===== config.mk =====
export PLATFORM = sky130hd
export DESIGN_NAME = char_set_select
export DESIGN_NICKNAME = d
export VERILOG_FILES = /design/src/core/char_set_pkg.sv /design/src/core/char_glyph_if.sv /design/src/core/char_set_select.sv /design/src/core/glyph_out_stage.sv
export VERILOG_INCLUDE_DIRS = /design/src /design/src/core
export SDC_FILE = /design/constraint.sdc
export NUM_CORES = 1
export LEC_CHECK = 0
export ABC_AREA = 1
export BUFFER_PORTS_ARGS = -buffer_cell sky130_fd_sc_hd__buf_2
export CORE_ASPECT_RATIO = 0.75
export CORE_MARGIN = 1
export CORE_UTILIZATION = 54
export CTS_CLUSTER_SIZE = 40
export DETAILED_ROUTE_END_ITERATION = 6
export MAX_ROUTING_LAYER = met4
export PLACE_DENSITY = 0.86
export RECOVER_POWER = 50
export SYNTH_ARGS = -nofsm -noshare
export SYNTH_HDL_FRONTEND = slang
export SYNTH_HIERARCHICAL = 1
export SYNTH_SLANG_ARGS = --single-unit

===== constraint.sdc =====
create_clock -name clk -period 2.4 [get_ports clk]
set_input_delay 0.24 -clock clk [delete_from_list [all_inputs] [get_ports clk]]
set_output_delay 0.24 -clock clk [all_outputs]
set_load 0.02 [all_outputs]

===== src/core/char_set_cfg.svh =====
// Constants for the character set and parity selection block.
// Function
// - Both switches off: no parity check, shift codes ignored, bit eight picks set.
// - Mode switch only: no parity check, bit eight ignored, last shift code picks set.
// - Parity switch only: check even parity, shift-in normal, shift-out alternate.
// - Both switches on: check odd parity, shift codes still pick the set.
// - A parity failure outputs the error symbol whatever set is active.
// - Self-test pattern is normal set with parity switch on, else alternate.
// - With the dual set fitted, tab and set-tab-stops sequence are discarded.
// - Special alternate variant substitutes six glyphs for codes 61 through 66.
// - Normal set: 64 standard plus 31 optional; alternate: 64 Katakana plus 31 ASCII.
`ifndef CHAR_SET_CFG_SVH
`define CHAR_SET_CFG_SVH
`define CODE_SHIFT_OUT 7'h0E
`define CODE_SHIFT_IN 7'h0F
`define CODE_HTAB 7'h09
`define CODE_ESC 7'h1B
`define CODE_TAB_SET 7'h33
`define CODE_SUB_FIRST 7'h61
`define CODE_SUB_LAST 7'h66
`define CODE_ERROR_SYM 8'h7F
`define CODE_SUB_BASE 8'h80
`define CODE_TEST_FIRST 7'h20
`define CODE_TEST_LAST 7'h7E
`define GLYPH_STD_COUNT 7'h40
`define GLYPH_OPT_COUNT 7'h1F
`endif


===== src/core/char_set_pkg.sv =====
// Types for the character set and parity selection block.
package char_set_pkg;
  typedef enum logic [1:0] {
    SEL_BIT8,
    SEL_SHIFT,
    SEL_EVEN,
    SEL_ODD
  } selMode_t;
  typedef enum logic {
    SET_NORMAL,
    SET_ALTERNATE
  } charSet_t;
  typedef enum logic [1:0] {
    ESC_IDLE,
    ESC_SEEN
  } escState_t;
endpackage : char_set_pkg


===== src/core/char_glyph_if.sv =====
// Interface carrying one decoded glyph from the decoder to the output stage.
`timescale 1ns/10ps
interface char_glyph_if;
  import char_set_pkg::*;
  logic valid;
  logic [7:0] code;
  charSet_t set;
  logic parityError;
  modport src (output valid, output code, output set, output parityError);
  modport dst (input valid, input code, input set, input parityError);
endinterface : char_glyph_if


===== src/core/char_set_select.sv =====
// Character set selection, parity check, tab discard and self-test pattern source.
`timescale 1ns/10ps
`include "char_set_cfg.svh"
module char_set_select
  import char_set_pkg::*;
(
  // Clock and reset.
  input wire logic clk,
  input wire logic rstn,
  // Control panel switches and option straps, held static in use.
  input wire logic panel_parity_switch,
  input wire logic panel_mode_switch,
  input wire logic dualSetFitted,
  input wire logic specialAlt,
  input wire logic selfTest,
  // Received character from the line.
  input wire logic charValid,
  input wire logic [7:0] charData,
  // Printed glyph out.
  output logic glyphValid,
  output logic [7:0] glyphCode,
  output logic glyphAlternate,
  // Status.
  output logic shiftAlternate,
  output logic tabDiscarded
);
  // ----------------------------------------------------------------
  // Mode decode
  // ----------------------------------------------------------------
  wire selMode_t mode = selMode_t'({panel_parity_switch, panel_mode_switch});
  wire useBit8 = mode == SEL_BIT8;
  wire checkParity = panel_parity_switch;
  // Even mode expects even ones over all eight bits; odd mode expects odd ones.
  wire parityBad = checkParity && ((^charData) != (mode == SEL_ODD));
  wire isShiftIn = charData[6:0] == `CODE_SHIFT_IN;
  wire isShiftOut = charData[6:0] == `CODE_SHIFT_OUT;

  // Shift state, normal after reset until a shift-out is seen.
  logic shift_r;
  logic shift_nxt;
  escState_t esc_r;
  escState_t esc_nxt;
  logic testOn_r;
  logic [6:0] testCode_r;
  logic discard_r;

  // ----------------------------------------------------------------
  // Shift code tracking
  // ----------------------------------------------------------------
  // Shift codes count only outside bit-eight mode, and never when their own parity fails.
  always_comb begin
    shift_nxt = shift_r;
    if (charValid && !useBit8 && !parityBad && isShiftOut) shift_nxt = 1'b1;
    if (charValid && !useBit8 && !parityBad && isShiftIn) shift_nxt = 1'b0;
  end

  // Escape tracking for the set-tab-stops sequence.
  always_comb begin
    esc_nxt = esc_r;
    if (charValid) esc_nxt = (charData[6:0] == `CODE_ESC) ? ESC_SEEN : ESC_IDLE;
  end

  wire isTabSeq = esc_r == ESC_SEEN && charData[6:0] == `CODE_TAB_SET;
  wire isTab = dualSetFitted && (charData[6:0] == `CODE_HTAB || isTabSeq);
  wire isControl = charData[6:0] < `CODE_TEST_FIRST || charData[6:0] == `CODE_ESC;
  wire isTabSetArg = esc_r == ESC_SEEN;
  // Controls, shift codes and escape pairs print nothing here; parity failures always print.
  wire printable = parityBad || (!isControl && !isTabSetArg && !isTab);

  // Registered state.
  always_ff @(posedge clk) begin
    if (!rstn) begin
      shift_r <= 1'b0;
      esc_r <= ESC_IDLE;
      discard_r <= 1'b0;
    end else begin
      shift_r <= shift_nxt;
      esc_r <= esc_nxt;
      discard_r <= charValid && isTab;
    end
  end

  // ----------------------------------------------------------------
  // Self-test pattern
  // ----------------------------------------------------------------
  // One pass covers the 64 base glyphs plus the 31 extra ones that either set holds.
  wire [6:0] testLast = `CODE_TEST_FIRST + `GLYPH_STD_COUNT + `GLYPH_OPT_COUNT - 7'h01;
  // The first code is held until the pattern is live, so no glyph of the pass is skipped.
  wire testRestart = !selfTest || !testOn_r || testCode_r == testLast;

  // The pattern walks the printable range one code per cycle, repeating while test is held.
  always_ff @(posedge clk) begin
    if (!rstn) begin
      testOn_r <= 1'b0;
      testCode_r <= `CODE_TEST_FIRST;
    end else begin
      testOn_r <= selfTest;
      if (testRestart) testCode_r <= `CODE_TEST_FIRST;
      else testCode_r <= testCode_r + 7'h01;
    end
  end

  // ----------------------------------------------------------------
  // Set choice and hand-off
  // ----------------------------------------------------------------
  wire charSet_t lineSet = useBit8 ? charSet_t'(charData[7]) : charSet_t'(shift_r);
  wire charSet_t testSet = panel_parity_switch ? SET_NORMAL : SET_ALTERNATE;

  char_glyph_if glyph ();
  assign glyph.valid = testOn_r || (charValid && printable);
  assign glyph.code = testOn_r ? {1'b0, testCode_r} : {1'b0, charData[6:0]};
  assign glyph.set = testOn_r ? testSet : lineSet;
  assign glyph.parityError = !testOn_r && parityBad;

  // Both sets hold 64 base glyphs plus 31 extra, so one 7-bit index serves each.
  glyph_out_stage outStage (
    .clk(clk),
    .rstn(rstn),
    .glyphIn(glyph),
    .specialAlt(specialAlt),
    .glyphValid(glyphValid),
    .glyphCode(glyphCode),
    .glyphAlternate(glyphAlternate)
  );

  assign shiftAlternate = shift_r;
  assign tabDiscarded = discard_r;
endmodule : char_set_select


===== src/core/glyph_out_stage.sv =====
// Output stage: error symbol and special alternate substitution, registered.
`timescale 1ns/10ps
`include "char_set_cfg.svh"
module glyph_out_stage
  import char_set_pkg::*;
(
  // Clock and reset.
  input wire logic clk,
  input wire logic rstn,
  // Decoded glyph in.
  char_glyph_if.dst glyphIn,
  // Variant select.
  input wire logic specialAlt,
  // Printed glyph out.
  output logic glyphValid,
  output logic [7:0] glyphCode,
  output logic glyphAlternate
);
  // ----------------------------------------------------------------
  // Substitution decode
  // ----------------------------------------------------------------
  // Substitute glyphs live above the normal code space so they never alias.
  wire inSubRange = glyphIn.code[6:0] >= `CODE_SUB_FIRST && glyphIn.code[6:0] <= `CODE_SUB_LAST;
  wire doSub = specialAlt && glyphIn.set == SET_ALTERNATE && inSubRange;
  wire [7:0] subCode = `CODE_SUB_BASE + {1'b0, glyphIn.code[6:0] - `CODE_SUB_FIRST};
  wire [7:0] outCode = glyphIn.parityError ? `CODE_ERROR_SYM :
                       doSub ? subCode : {1'b0, glyphIn.code[6:0]};

  // Output register; the error symbol ignores the active set.
  always_ff @(posedge clk) begin
    if (!rstn) begin
      glyphValid <= 1'b0;
      glyphCode <= 8'h00;
      glyphAlternate <= 1'b0;
    end else begin
      glyphValid <= glyphIn.valid;
      glyphCode <= outCode;
      glyphAlternate <= glyphIn.set == SET_ALTERNATE && !glyphIn.parityError;
    end
  end
endmodule : glyph_out_stage


# Yosys cells after proc, flatten, opt, wreduce, memory -nomap -nowiden
# Index checks and enable logic that the tools add are counted.
word_totals:
  ff_bits: 22
classes:
  add_sub_neg: 3
  magnitude_cmp: 3
  n_eq_ne: 9
  mux: 7
  bitwise: 2
  reduce_logical: 35
ops:
  columns: ["cell", "count"]
  rows:
  - ["7-bit by 4-bit == test with 1-bit output (second input constant)", 3]
  - ["7-bit two-way mux", 3]
  - ["1-bit logical AND", 16]
  - ["8-bit by 7-bit adder with 8-bit output (first input constant)", 1]
  - ["1-bit zero test", 8]
  - ["8-bit XOR reduction", 1]
  - ["7-bit by 1-bit adder with 7-bit output (second input constant)", 1]
  - ["7-bit by 5-bit == test with 1-bit output (second input constant)", 1]
  - ["7-bit by 6-bit == test with 1-bit output (second input constant)", 1]
  - ["7-bit == test (second input constant)", 1]
  - ["7-bit greater-or-equal comparator (second input constant)", 1]
  - ["7-bit <= comparator (second input constant)", 1]
  - ["7-bit by 6-bit < comparator with 1-bit output (second input constant)", 1]
  - ["7-bit subtractor (second input constant)", 1]
  - ["1-bit logical OR", 6]
  - ["1-bit two-way mux", 4]
  - ["2-bit OR reduction", 2]
  - ["3-bit OR reduction", 1]
  - ["2-bit by 1-bit == test with 1-bit output (second input constant)", 1]
  - ["2-bit == test (second input constant)", 1]
  - ["2-bit zero test", 1]
  - ["1-bit NOT", 2]
  - ["1-bit != test", 1]

# Depth between registers and ports, before layout
depth:
  ltp_word: 9
  depth_mapped: 14

# Cells and area by module
# The synthesis kept the hierarchy.
by_module_without_submodules:
  columns: ["module", "instances", "cells_per_inst", "area_per_inst_um2", "seq_area_each_um2"]
  rows:
  - ["char_set_select", 1, 135, 897.1, 220.2]
  - ["glyph_out_stage", 1, 71, 528.0, 200.2]

# Worst setup path after synthesis
# OpenSTA, ideal clock, no wires.
synth_timing:
  path_kind: "reg-to-reg"
  start: "register testOn_r"
  end: "register outStage.glyphCode[1]"
  setup_ns: 0.116
  arrival_time_ns: 1.738
  setup_slack_ns: 0.546
  stages_incl_launch_ff: 13
  path_cell_list: "dfxtp_1 -> buf_2 -> nand2_1 -> o21ai_0 -> inv_1 -> ha_1 -> nand3b_1 -> inv_2 -> nor2_8 -> nand3_1 -> nand2_1 -> nor2_1 -> nor2_1"
synth_via:
  elab_chain_cells: 6
synth_lines:
  columns: ["item", "line_no", "source"]
  rows:
  - ["from (decl)", "char_set_select.sv:43", "logic testOn_r;"]
  - ["from (signal assigned)", "char_set_select.sv:97", "testOn_r <= selfTest;"]
  - ["7-bit two-way mux (*)", "char_set_select.sv:111", "assign glyph.code = testOn_r ? {1'b0, testCode_r} : {1'b0, charData[6:0]};"]
  - ["net glyph.code[0]", "char_glyph_if.sv:6", "logic [7:0] code;"]
  - ["parallel branches: the longest is 3 deep, another holds 8-bit by 7-bit adder with 8-bit output", null, null]
  - ["7-bit two-way mux (*)", "glyph_out_stage.sv:27", "doSub ? subCode : {1'b0, glyphIn.code[6:0]};"]
  - ["7-bit two-way mux (*)", "glyph_out_stage.sv:26", "wire [7:0] outCode = glyphIn.parityError ? `CODE_ERROR_SYM :"]
  - ["to (signal assigned)", "glyph_out_stage.sv:37", "glyphCode <= outCode;"]
  - ["to (decl)", "glyph_out_stage.sv:16", "output logic [7:0] glyphCode,"]
# Mark *: on every way through the listed nets, which the timed path passes.
# A chain may end at the register's enable or synchronous reset.

# Worst setup path in the final report
layout_timing:
  start: "register testOn_r"
  end: "register outStage.glyphCode[2]"
# The elaborated chain is that of the path after synthesis.

==> run metrics <==
Max Clock Skew=approximately 10 ps; most frequent cells in the layout=nand2_1, inv_1, nor2_1; post-CTS sizing=0; height of the die=about 46 um; Hold Buf Count CTS=0; worst slew pin tran=736 ps; Design Power=approximately 0.71 mW; kind of critical path=reg2reg; CP dominant cell by count=nand2_1; endpoint type of the worst setup path=register; Crit Path Max Fanout=17; Reg clk slew, reported paths=roughly 120 ps; Post-DRT Antenna Nets=0; Peak VDD IR=between 0.2 and 0.3 mV; Synth-to-Final Area Change=12.6%; DR WL/cell=10.1 um; total grt overflow=0; Setup TNS=0 ps; YS warnings=6; GRT Overall Usage=0.235; Netlist Area Pre-Place=around 1400 sq um; # Max-Cap Violations=0; dpl hpwl=2270 um; RSZ-0062 raised after global routing=false; Max Root-Sink Buffers=2; num rows=15; instance count of the mapped netlist=a little over 200; Die ar.=around 2800 sq um; CTS tree=built; Avg Vias per Cell=4.89; Leak=roughly 0.8 nW; CTS Buf Count=3; fmax=between 400 and 500 MHz; Core Box Area=approximately 2400 sq um; first-pass GRT wire length=roughly 4800 um; CTS Sinks=21; crit path launch=testOn_r; Initial DRT Pass Iterations=4; Initial Util=0.596; Antenna diodes=0; initial antenna violation count=0; Fillers=between 200 and 250; startpoint types=register; Power Density=around 440 nW/um^2; 1st-iter DRT viols=between 80 and 90; DR vias=1,315; Worst path slowest cell=dfxtp_1; pre-CTS setup slack=271 ps; GP Congestion=roughly 0.91; FF-to-FF Start=testOn_r; CP max stage delay=between 600 and 700 ps; hold path start=charValid; worst-path cell chain=nand2_1 -> o21ai_0 -> inv_1 -> ha_1 -> nand3b_1 -> inv_2 -> nor2_8 -> nand2_2 -> nand2_1 -> nand3_1 -> nand2_1 -> inv_1; Core Util, Final=0.671; chip width=between 60 and 70 um; HP Class=in2reg; Setup Buffers After CTS=0; PnR worst setup slack=216 ps; status=finished, final reports clean; most common cell after layout, fill and taps aside=nand2_1; syn nets=about 240; H-tree Lvls=1; Fin Hold WS=between 150 and 200 ps; Skew-Pair Late Insertion Delay=around 300 ps; Remaining DRCs=0; Worst EP arrival=about 2400 ps; Final setup viols=0; CP required=2650 ps; port bufs=27; vias in the first global route=1,131; Final Cycle Share=0.910; slew margin rel.=0.504; Ports=28; share of layout cells above drive strength 1=0.166; Fin. Hold Viols=0; Final min period=~2200 ps; fin. max-slew vios=0; Root Driver=clkbuf_4; Avg Cell Area, Syn=just under 7 sq um; Nets=~270; largest net degree at the start of global routing=18; drt total wl=2720 um
stage by stage:
stage | cell area [sq um] | instances
final | 1600 | 269
after CTS | 1620 | 269
after detailed placement | 1590 | 265
after global routing | 1600 | 269
after floorplan | 1420 | 205
after global placement | 1590 | 265
critical path: cells and delay by family (launching register included):
| kind | cells | cell delay [ps] |
|---|---|---|
| buffers and inverters | 3 | 420 |
| and+or+nand+nor | 7 | 600 |
| DFF | 1 | 650 |
| adders and majority gates | 1 | 250 |
| AOI/OAI and AO/OA | 1 | 200 |
report_power, final:
| part | internal, mW | total [mW] | switching, mW | leakage [nW] |
|---|---|---|---|---|
| Sequential | 0.364 | 0.372 | 0.00767 | 0.172 |
| Clock | 0.0622 | 0.165 | 0.103 | 0.0177 |
| Combinational | 0.0579 | 0.174 | 0.117 | 0.600 |
| Total | 0.484 | 0.712 | 0.227 | 0.790 |
metal layers:
metal,vias up,GRT usage,routed length [um]
met5,-,-,0
met4,0,0.0500,0
met3,0,0.0562,203
met2,51,0.335,1130
met1,559,0.334,1390
li1,705,-,-
cell type report:
type,instances,area (sq um),share of cell area
clock buffers,3,22.5,0.0141
clock inverters,1,5.00,0.00313
inverters,35,131,0.0821
multi-input cells,148,860,0.537
flip-flops and latches,21,420,0.263
well taps,34,42.5,0.0266
repair buffers,27,119,0.0743
worst paths after layout:
path | depth (start not counted) | slack (ps) | end
setup / recovery | 12 | 220 | outStage/glyphCode[2]
hold / removal | 3 | 190 | tabDiscarded
setup reg to reg | 12 | 220 | outStage/glyphCode[2]
hold reg to reg | 1 | 500 | testCode_r[0]
registers in the layout, indices dropped and copies added (netlist names):
name                     cells
outStage/glyphCode           8
testCode_r                   7
outStage/glyphValid          1
outStage/glyphAlternate      1
shiftAlternate               1
testOn_r                     1
tabDiscarded                 1
esc_r                        1
Note: power is estimated with default switching activity, not from simulation.
